### src/rtl/secure_cmd_regs.svh
// Constants for the secure erase and freeze command block
`ifndef SECURE_CMD_REGS_SVH
`define SECURE_CMD_REGS_SVH

// Command opcodes
`define OP_SET_PASSWORD     8'hF1
`define OP_UNLOCK           8'hF2
`define OP_ERASE_PREPARE    8'hF3
`define OP_SECURE_ERASE     8'hF4
`define OP_FREEZE           8'hF5
`define OP_DISABLE_PASSWORD 8'hF6

// Status flag bit positions
`define STS_BUSY_BIT   7
`define STS_READY_BIT  6
`define STS_FAULT_BIT  5
`define STS_SEEK_BIT   4
`define STS_DREQ_BIT   3
`define STS_ERROR_BIT  0

// Error flag bit positions
`define ERR_ABORT_BIT  2

// Reset values
`define STATUS_RESET   8'h50
`define ERROR_RESET    8'h00

// Parameter sector layout
`define SECTOR_WORDS    9'h100
`define LAST_WORD       9'h0FF
`define PW_FIRST_WORD   9'h001
`define PW_LAST_WORD    9'h010
`define IDENT_BIT       0
`define ENHANCED_BIT    1

// Address width of the media
`define LBA_WIDTH       48

`endif

### src/rtl/secure_cmd_pkg.sv
// Types shared by the secure erase and freeze command block
package secure_cmd_pkg;
  `include "secure_cmd_regs.svh"

  typedef logic [`LBA_WIDTH-1:0] lba_t;
  typedef logic [255:0]          password_t;

  typedef enum logic [2:0] {
    ST_IDLE   = 3'b000,
    ST_XFER   = 3'b001,
    ST_CHECK  = 3'b010,
    ST_ERASE  = 3'b011
  } cmd_state_e;

  typedef struct packed {
    logic       write;
    logic [7:0] opcode;
  } cmd_req_s;

  typedef struct packed {
    logic        write;
    logic [15:0] word;
  } data_req_s;

  typedef struct packed {
    logic valid;
    lba_t lba;
  } erase_req_s;

  typedef struct packed {
    cmd_state_e  st;
    logic        armed;
    logic        frozen;
    logic [7:0]  status;
    logic [7:0]  error;
    logic        done;
    logic        lock_off;
    logic [15:0] word89;
    logic        start_collect;
    logic        start_erase;
  } top_state_s;

  typedef struct packed {
    logic [8:0] count;
    logic       active;
    logic       ident;
    logic       enhanced;
    logic       match;
    logic       done;
  } collect_state_s;

  typedef struct packed {
    logic valid;
    lba_t lba;
    logic done;
  } erase_state_s;
endpackage : secure_cmd_pkg

### src/rtl/param_sector_collector.sv
// Takes in one parameter sector and compares its password field
`timescale 1ns/100ps
module param_sector_collector (
  input  wire logic                     clock,
  input  wire logic                     reset,
  input  wire logic                     ce,
  input  wire logic                     start,
  input  wire secure_cmd_pkg::data_req_s data_in,
  input  wire secure_cmd_pkg::password_t user_password,
  input  wire secure_cmd_pkg::password_t master_password,
  output logic                          active,
  output logic                          done,
  output logic                          ident_master,
  output logic                          enhanced,
  output logic                          match
);
  import secure_cmd_pkg::*;

  collect_state_s s_q;
  collect_state_s s_d;

  // Pick one 16-bit word of a stored password, word 1 first
  function automatic logic [15:0] pw_word(input password_t pw, input logic [8:0] idx);
    logic [3:0] k;
    k = 4'(idx - `PW_FIRST_WORD);
    pw_word = pw[{k, 4'h0} +: 16];
  endfunction : pw_word

  // Word 0 selects the target before any password word arrives, so compare on the fly
  always_comb begin
    s_d = s_q;
    s_d.done = 1'b0;
    if (start) begin
      s_d.count  = 9'h000;
      s_d.active = 1'b1;
      s_d.match  = 1'b1;
    end else if (s_q.active && data_in.write) begin
      if (s_q.count == 9'h000) begin
        s_d.ident    = data_in.word[`IDENT_BIT];
        s_d.enhanced = data_in.word[`ENHANCED_BIT];
      end else if (s_q.count <= `PW_LAST_WORD) begin
        if (data_in.word != (s_q.ident ? pw_word(master_password, s_q.count)
                                       : pw_word(user_password, s_q.count))) begin
          s_d.match = 1'b0;
        end
      end
      s_d.count = s_q.count + 9'h001;
      if (s_q.count == `LAST_WORD) begin
        s_d.active = 1'b0;
        s_d.done   = 1'b1;
      end
    end
  end

  // State register, frozen while the clock enable is low
  always_ff @(posedge clock) begin
    if (reset) begin
      s_q <= '0;
    end else if (ce) begin
      s_q <= s_d;
    end
  end

  assign active       = s_q.active;
  assign done         = s_q.done;
  assign ident_master = s_q.ident;
  assign enhanced     = s_q.enhanced;
  assign match        = s_q.match;
endmodule : param_sector_collector

### src/rtl/security_erase_freeze_cmd.sv
// Secure erase, erase prepare and freeze command handling
// Overview
// The host writes one opcode at a time.
// Only three opcodes do real work here.
// Prepare arms, erase consumes the arm.
// Freeze sets a sticky flag at once.
// Other security opcodes only disarm.
// While frozen those opcodes are refused.
// Unknown opcodes also break the arm.
//
// Command acceptance
// A write is taken only while idle.
// Writes during a running command drop.
// The host must wait for the end pulse.
// Back to back commands are allowed.
// Nothing is queued, so nothing is lost
// silently except a misbehaving host.
//
// Status byte
// Ready and seek-complete always stand.
// Busy stands while we decide or erase.
// Data request stands in the data phase.
// Error bit mirrors the abort bit.
// Fault, index and corrected stay zero.
// Status and error hold until the next
// command that this block answers.
//
// Error byte
// Only the abort bit is ever driven.
// It is cleared on every success.
//
// Erase flow
// Opcode taken: busy, collector started.
// Next cycle: data request raised.
// The host then sends all 256 words.
// Word 0 picks target and erase mode.
// Words 1 to 16 carry the password.
// The rest of the sector is ignored.
// Compare runs as the words arrive,
// so no copy of the sector is kept.
// After the last word: one busy cycle.
// Then the checks, in a fixed order.
//
// Check order
// First: was prepare the last command.
// Second: lock off with user target.
// Third: lock on with a wrong password.
// Any of these ends with an abort.
// Otherwise the zero-fill walk starts.
// With the lock off the compare result
// is simply not looked at.
//
// Zero-fill walk
// One block write per media handshake.
// Blocks go from zero to native maximum.
// The host-visible maximum is not an
// input here, so it cannot shorten it.
// Nothing is read back after writing.
// Defect tables have no path from here.
// A slow media side only stretches time.
//
// End of erase
// Walk done: lock-off pulse, end pulse.
// Status returns to plain ready.
// The lock function is owned outside;
// it must act on the lock-off pulse.
// The master password is never touched,
// since it is only an input here.
//
// Prepare arm
// Set by prepare, cleared by anything.
// Erase consumes it whatever the result.
// Freeze also clears it.
// A refused command clears it as well.
// So a stale arm can never leak into a
// later erase after other traffic.
//
// Freeze
// Answered in the very next cycle.
// No data phase is ever opened.
// Only reset clears the frozen flag;
// reset stands for a power cycle here.
// Prepare is still answered when frozen,
// but the erase that follows is refused
// before any sector is taken.
//
// Clock enable
// Low freezes every flop in all parts.
// The host must not send words then,
// as a held word would be lost.
// Pulses stretch while it is low.
//
// Identify word
// The erase time word is a parameter.
// It reads zero until the first
// enabled clock after reset.
//
// Limitations
// Enhanced erase is never performed;
// a request for it gets a normal erase.
// No progress indication is given.
// A sector shorter than 256 words
// leaves the block waiting for data;
// the host must then reset it.
// The erase cannot be cut short.
//
// Trade-offs
// Compare on the fly saves a buffer
// at the cost of ordering words 0 first.
// Registered outputs add one cycle of
// latency to every status change.
//
`timescale 1ns/100ps
module security_erase_freeze_cmd #(
  parameter logic [15:0] ERASE_TIME_WORD = 16'h0000
) (
  input  wire logic                      clock,
  input  wire logic                      reset,
  input  wire logic                      ce,
  input  wire secure_cmd_pkg::cmd_req_s   cmd_in,
  input  wire secure_cmd_pkg::data_req_s  data_in,
  input  wire logic                      security_enabled,
  input  wire secure_cmd_pkg::password_t  user_password,
  input  wire secure_cmd_pkg::password_t  master_password,
  input  wire secure_cmd_pkg::lba_t       native_max_lba,
  input  wire logic                      erase_ack,
  output secure_cmd_pkg::erase_req_s      erase_req,
  output logic [7:0]                     command_status_flags,
  output logic [7:0]                     command_error_flags,
  output logic                           data_ready,
  output logic                           cmd_done,
  output logic                           lock_off,
  output logic                           frozen,
  output logic [15:0]                    identify_word89
);
  import secure_cmd_pkg::*;

  top_state_s s_q;
  top_state_s s_d;

  logic collect_active;
  logic collect_done;
  logic ident_master;
  logic enhanced_req;
  logic pw_match;
  logic erase_done;

  // Build a status byte; ready and seek-complete always stand while idle or working
  function automatic logic [7:0] status_byte(input logic busy, input logic dreq,
                                             input logic err);
    logic [7:0] b;
    b = 8'h00;
    b[`STS_BUSY_BIT]  = busy;
    b[`STS_READY_BIT] = 1'b1;
    b[`STS_SEEK_BIT]  = 1'b1;
    b[`STS_DREQ_BIT]  = dreq;
    b[`STS_ERROR_BIT] = err;
    status_byte = b;
  endfunction : status_byte

  // Build the error byte; only the abort bit is ever reported here
  function automatic logic [7:0] error_byte(input logic abort);
    logic [7:0] b;
    b = 8'h00;
    b[`ERR_ABORT_BIT] = abort;
    error_byte = b;
  endfunction : error_byte

  // Parameter sector intake and password comparison
  param_sector_collector u_collect (
    .clock           (clock),
    .reset           (reset),
    .ce              (ce),
    .start           (s_q.start_collect),
    .data_in         (data_in),
    .user_password   (user_password),
    .master_password (master_password),
    .active          (collect_active),
    .done            (collect_done),
    .ident_master    (ident_master),
    .enhanced        (enhanced_req),
    .match           (pw_match)
  );

  // Media zero-fill walker
  zero_erase_sequencer u_erase (
    .clock          (clock),
    .reset          (reset),
    .ce             (ce),
    .start          (s_q.start_erase),
    .native_max_lba (native_max_lba),
    .erase_ack      (erase_ack),
    .erase_req      (erase_req),
    .done           (erase_done)
  );

  // Command sequencing; commands written while a command runs are ignored
  always_comb begin
    s_d = s_q;
    s_d.done          = 1'b0;
    s_d.lock_off      = 1'b0;
    s_d.start_collect = 1'b0;
    s_d.start_erase   = 1'b0;
    s_d.word89        = ERASE_TIME_WORD;
    case (s_q.st)
      ST_IDLE: begin
        if (cmd_in.write) begin
          case (cmd_in.opcode)
            `OP_ERASE_PREPARE: begin
              // No data phase: arm and complete at once
              s_d.armed  = 1'b1;
              s_d.status = status_byte(1'b0, 1'b0, 1'b0);
              s_d.error  = error_byte(1'b0);
              s_d.done   = 1'b1;
            end
            `OP_FREEZE: begin
              // Nothing ever clears this flag except reset at power-up
              s_d.frozen = 1'b1;
              s_d.armed  = 1'b0;
              s_d.status = status_byte(1'b0, 1'b0, 1'b0);
              s_d.error  = error_byte(1'b0);
              s_d.done   = 1'b1;
            end
            `OP_SECURE_ERASE: begin
              if (s_q.frozen) begin
                s_d.armed  = 1'b0;
                s_d.status = status_byte(1'b0, 1'b0, 1'b1);
                s_d.error  = error_byte(1'b1);
                s_d.done   = 1'b1;
              end else begin
                // Sector comes in first; checks only after it has all arrived
                s_d.st            = ST_XFER;
                s_d.start_collect = 1'b1;
                s_d.status        = status_byte(1'b1, 1'b0, 1'b0);
                s_d.error         = error_byte(1'b0);
              end
            end
            `OP_SET_PASSWORD, `OP_UNLOCK, `OP_DISABLE_PASSWORD: begin
              s_d.armed = 1'b0;
              if (s_q.frozen) begin
                s_d.status = status_byte(1'b0, 1'b0, 1'b1);
                s_d.error  = error_byte(1'b1);
                s_d.done   = 1'b1;
              end
            end
            default: begin
              // Any other command breaks the prepare-then-erase pairing
              s_d.armed = 1'b0;
            end
          endcase
        end
      end
      ST_XFER: begin
        // Data request stands while the collector still wants words; the start
        // pulse counts too, so no idle-looking status slips out before it
        s_d.status = status_byte(1'b0, collect_active || s_q.start_collect, 1'b0);
        if (collect_done) begin
          s_d.st     = ST_CHECK;
          s_d.status = status_byte(1'b1, 1'b0, 1'b0);
        end
      end
      ST_CHECK: begin
        // Arming is single use whatever the outcome
        s_d.armed = 1'b0;
        if (!s_q.armed) begin
          s_d.st     = ST_IDLE;
          s_d.status = status_byte(1'b0, 1'b0, 1'b1);
          s_d.error  = error_byte(1'b1);
          s_d.done   = 1'b1;
        end else if (!security_enabled && !ident_master) begin
          s_d.st     = ST_IDLE;
          s_d.status = status_byte(1'b0, 1'b0, 1'b1);
          s_d.error  = error_byte(1'b1);
          s_d.done   = 1'b1;
        end else if (security_enabled && !pw_match) begin
          s_d.st     = ST_IDLE;
          s_d.status = status_byte(1'b0, 1'b0, 1'b1);
          s_d.error  = error_byte(1'b1);
          s_d.done   = 1'b1;
        end else begin
          // Security off skips the compare; enhanced request still gets normal erase
          s_d.st          = ST_ERASE;
          s_d.start_erase = 1'b1;
        end
      end
      ST_ERASE: begin
        // Only user sectors are written; defect tables have no path from here
        if (erase_done) begin
          s_d.st       = ST_IDLE;
          s_d.lock_off = 1'b1;
          s_d.status   = status_byte(1'b0, 1'b0, 1'b0);
          s_d.error    = error_byte(1'b0);
          s_d.done     = 1'b1;
        end
      end
      default: begin
        s_d.st = ST_IDLE;
      end
    endcase
  end

  // State register, frozen while the clock enable is low
  always_ff @(posedge clock) begin
    if (reset) begin
      s_q        <= '0;
      s_q.st     <= ST_IDLE;
      s_q.status <= `STATUS_RESET;
      s_q.error  <= `ERROR_RESET;
    end else if (ce) begin
      s_q <= s_d;
    end
  end

  // Outputs are flop bits; the master password itself lives outside this block
  assign command_status_flags = s_q.status;
  assign command_error_flags  = s_q.error;
  assign data_ready           = s_q.status[`STS_DREQ_BIT];
  assign cmd_done             = s_q.done;
  assign lock_off             = s_q.lock_off;
  assign frozen               = s_q.frozen;
  assign identify_word89      = s_q.word89;

  // Enhanced mode bit is captured but deliberately has no effect
  logic unused_enh;
  assign unused_enh = enhanced_req;
endmodule : security_erase_freeze_cmd

### src/rtl/zero_erase_sequencer.sv
// Walks every block from zero to the native maximum writing zeros
`timescale 1ns/100ps
module zero_erase_sequencer (
  input  wire logic                  clock,
  input  wire logic                  reset,
  input  wire logic                  ce,
  input  wire logic                  start,
  input  wire secure_cmd_pkg::lba_t  native_max_lba,
  input  wire logic                  erase_ack,
  output secure_cmd_pkg::erase_req_s erase_req,
  output logic                       done
);
  import secure_cmd_pkg::*;

  erase_state_s s_q;
  erase_state_s s_d;

  // One zero-fill sector write per handshake; nothing is read back
  always_comb begin
    s_d = s_q;
    s_d.done = 1'b0;
    if (start) begin
      s_d.valid = 1'b1;
      s_d.lba   = '0;
    end else if (s_q.valid && erase_ack) begin
      if (s_q.lba == native_max_lba) begin
        s_d.valid = 1'b0;
        s_d.done  = 1'b1;
      end else begin
        s_d.lba = s_q.lba + lba_t'(1);
      end
    end
  end

  // State register, frozen while the clock enable is low
  always_ff @(posedge clock) begin
    if (reset) begin
      s_q <= '0;
    end else if (ce) begin
      s_q <= s_d;
    end
  end

  assign erase_req.valid = s_q.valid;
  assign erase_req.lba   = s_q.lba;
  assign done            = s_q.done;
endmodule : zero_erase_sequencer
### config.mk
export PLATFORM = sky130hd
export DESIGN_NAME = security_erase_freeze_cmd
export DESIGN_NICKNAME = d
export VERILOG_FILES = /design/src/rtl/secure_cmd_pkg.sv /design/src/rtl/param_sector_collector.sv /design/src/rtl/security_erase_freeze_cmd.sv /design/src/rtl/zero_erase_sequencer.sv
export VERILOG_INCLUDE_DIRS = /design/src /design/src/rtl
export SDC_FILE = /design/constraint.sdc
export NUM_CORES = 1
export LEC_CHECK = 0
export ABC_CLOCK_PERIOD_IN_PS = 9900
export CAP_MARGIN = 30
export CORE_AREA = 4 4 260 262
export DETAILED_ROUTE_END_ITERATION = 8
export DIE_AREA = 0 0 264 266
export DONT_BUFFER_PORTS = 1
export GPL_TIMING_DRIVEN = 0
export MAX_ROUTING_LAYER = met4
export PLACE_DENSITY = 0.3
export REMOVE_ABC_BUFFERS = 1
export SLEW_MARGIN = 30
export SYNTH_ARGS = -nofsm -noshare
export SYNTH_HDL_FRONTEND = slang
export SYNTH_SLANG_ARGS = --single-unit
### constraint.sdc
create_clock -name clock -period 9.9 [get_ports clock]
set_input_delay 1.485 -clock clock [delete_from_list [all_inputs] [get_ports clock]]
set_output_delay 1.485 -clock clock [all_outputs]
set_load 0.01 [all_outputs]
==> qor.yml <==
outcome:
  status: "complete, no violations"
timing:
  rsz0062_at_grt: "no"
  max_clock_freq_ghz: 0.218
  maxSlewViolCount: 0
  relSlewSlack: 0.431
  tightest_slew_ns: 0.851
  hold_viol_final: 0
  fin_crit_sh: 0.463
  skew_ns: 0.0146
  setup_viol: 0
  tns_ns: 0
  final.min_clock_period_ns: 4.59
cts:
  numCtsBuffers: 9
  cts.path.max_buffers: 2
  cts_sinks: 76
  clkSlewWorstSetupHoldPaths_ns: 0.07
  cts_setup_buffers: 0
  ctsResizeCount: 0
  cts_tree: "built"
  worst_skew_pair.late_latency_ns: 0.37
  htree_levels: 3
  cts_hold_buf: 0
  root_buffer: "clkbuf_16"
yosys:
  syn_avg_cell_area_um2: 9.54
  synth.cell_area_um2: 8950
  synth_cell_type_count: 59
  ys.flop_type: "dfxtp_1"
  synth_area_leader_cell: "mux4_2"
  synthArstFlopShare: 0
  synth_edf_count: 0
  synth_warnings: 0
  synth_most_common_cell: "mux4_2"
  synth_commonest_cells: "124 x mux4_2, 91 x nor2_1, 83 x xnor2_1, 79 x nand2_1, 76 x dfxtp_1"
  synth_area_leaders: "mux4_2 31%, dfxtp_1 17%, xnor2_1 8.1%"
  synth_sequential_area_ratio: 0.170
  synth_cells: 939
  yosysTopAreaCellShare: 0.312
  synth-seq-cells: 76
pwr:
  powerDensity_nw_per_um2: 73.3
  leakagePower_nw: 2.86
  ir_worst_vdd_mv: 0.0595
cells_and_area:
  drive_above_1_share: 0.188
  final_cell_area_um2: 10300
  fin_cells: 1803
  final_nets: 1491
  area_growth_pct: 15.4
die:
  num_io_pins: 676
  die_w_um: 264
  core_um2: 65400
  die_y_um: 266
  dieArea_um2: 70200
  initial_core_util: 0.137
  core.rowCount: 94
routing:
  drt_iter0_drc: 839
  via_per_inst: 4.72
  drc_errors: 0
  dr_total_vias: 8513
  wl_um: 64800
  wl_per_cell_um: 35.9
  dr.pass1.iters: 5
  ant_nets: 0
hold_path:
  hold_path_class: "reg2reg"
run:
  max_cap_viol_count: 0
place:
  hpwl_um: 57900
  gp_congestion: 0.925
  place_inst: 1742
  portBuffers: 0
  place_area_um2: 9910
grt:
  grt_max_degree: 48
  antenna_found_initial: 104
  grt_pass1_wl_um: 82400
  grtUsageTotal: 0.179
  grt_pass1_vias: 8182
  overflow: 0
worst_setup_path:
  cp_max_fo: 47
  critPathLaunchType: "flop"
  crit_required_ns: 10.17
  worstPathArrival_ns: 4.86
  cp-end-kind: "flop"
  worstSetupPathType: "reg2reg"
[final timing paths]
kind	from	endpoint	slack, ns	cells past startpoint
setup / recovery	u_collect.s_q[5]$_SDFFE_PP0P_	u_collect.match$_SDFFE_PP0P_	5.31	12
hold / removal	s_q[37]$_SDFFE_PP0P_	s_q[37]$_SDFFE_PP0P_	0.52	2
setup reg to reg	u_collect.s_q[5]$_SDFFE_PP0P_	u_collect.match$_SDFFE_PP0P_	5.31	12
hold reg to reg	s_q[37]$_SDFFE_PP0P_	s_q[37]$_SDFFE_PP0P_	0.52	2
[placed cells by master, fill, tap and decap left out, types with 7 or more instances in the layout]
cell / n
xor2_1: 32
a31oi_1: 16
nand2_1: 79
buf_16: 7
nor2_1: 91
mux4_2: 124
a21oi_1: 37
and3_1: 24
and2_1: 9
o21ai_0: 17
nor4_1: 12
ha_1: 10
xnor2_1: 81
a22oi_1: 8
nand4_1: 28
diode_2: 45
mux2i_1: 43
clkbuf_16: 10
dfxtp_1: 74
or3_1: 14
conb_1: 26
nand3_1: 25
nor3_1: 16
inv_1: 19
[final cells by class]
cell class	count	area, µm²
sequential	76	1530
antenna	45	113
tap	864	1080
fill	7400	55100
multi-input combinational	769	6970
inverter	20	75.1
timing repair buffer	13	259
clock buffer	10	250
clock inverter	6	53.8
[per-layer routing]
layer / routed length [µm] / track usage / vias to the layer above
met4: 1880 / 0.0485 / 0
met5: 0 / - / -
li1: - / - / 3492
met3: 6270 / 0.0601 / 129
met2: 31100 / 0.293 / 626
met1: 25600 / 0.213 / 4266
[registers in the layout, indices dropped and copies added, names as in the netlist]
signal	count
u_collect.s_q	9
u_collect.active	1
u_erase.done	1
lock_off	1
cmd_done	1
u_erase.erase_req	49
command_error_flags	1
command_status_flags	4
s_q	5
u_collect.done	1
u_collect.match	1
u_collect.ident_master	1
frozen	1
[report_power, final]
| group | total, mW | leakage (nW) | internal [mW] | switching (mW) |
|---|---|---|---|---|
| Combinational | 0.101 | 2.10 | 0.0585 | 0.0426 |
| Sequential | 0.305 | 0.613 | 0.305 | 0.0000899 |
| Clock | 0.351 | 0.147 | 0.190 | 0.161 |
| Total | 0.757 | 2.86 | 0.553 | 0.203 |
[logic make-up after synthesis]
logic type	after synthesis	synth area share
xor gates and xnor gates	117	0.115
muxes	168	0.361
buffers and inverters	119	0.0704
adders and majority gates	11	0.0154
DFF	76	0.170
and+or+nand+nor	321	0.175
AOI/OAI and AO/OA	126	0.0924
other	1	0.000419
[worst max-delay path, cell delays in order (launching register included)]
cell and delay [ns]:
dfxtp_4 0.69, buf_16 0.31, inv_1 0.27, ha_1 0.38
xor2_4 0.60, buf_16 0.24, nand2_1 0.06, and3_1 0.17
a31oi_1 0.24, xor2_1 0.12, nor4_1 0.62, a31oi_1 0.34
o41ai_2 0.39
[per-stage QoR]
step	hold slack [ns]	power, mW	worst slack [ns]	util
after CTS	0.523	0.771	5.17	0.156
final	0.520	0.757	5.31	0.158
after detailed placement	0.509	0.414	5.22	0.152
after global placement	0.499	0.414	-2.29	0.146
after global routing	0.533	0.787	5.16	0.157
after floorplan	0.468	0.393	2.48	-
No activity file was read; power rests on OpenSTA's default activity.
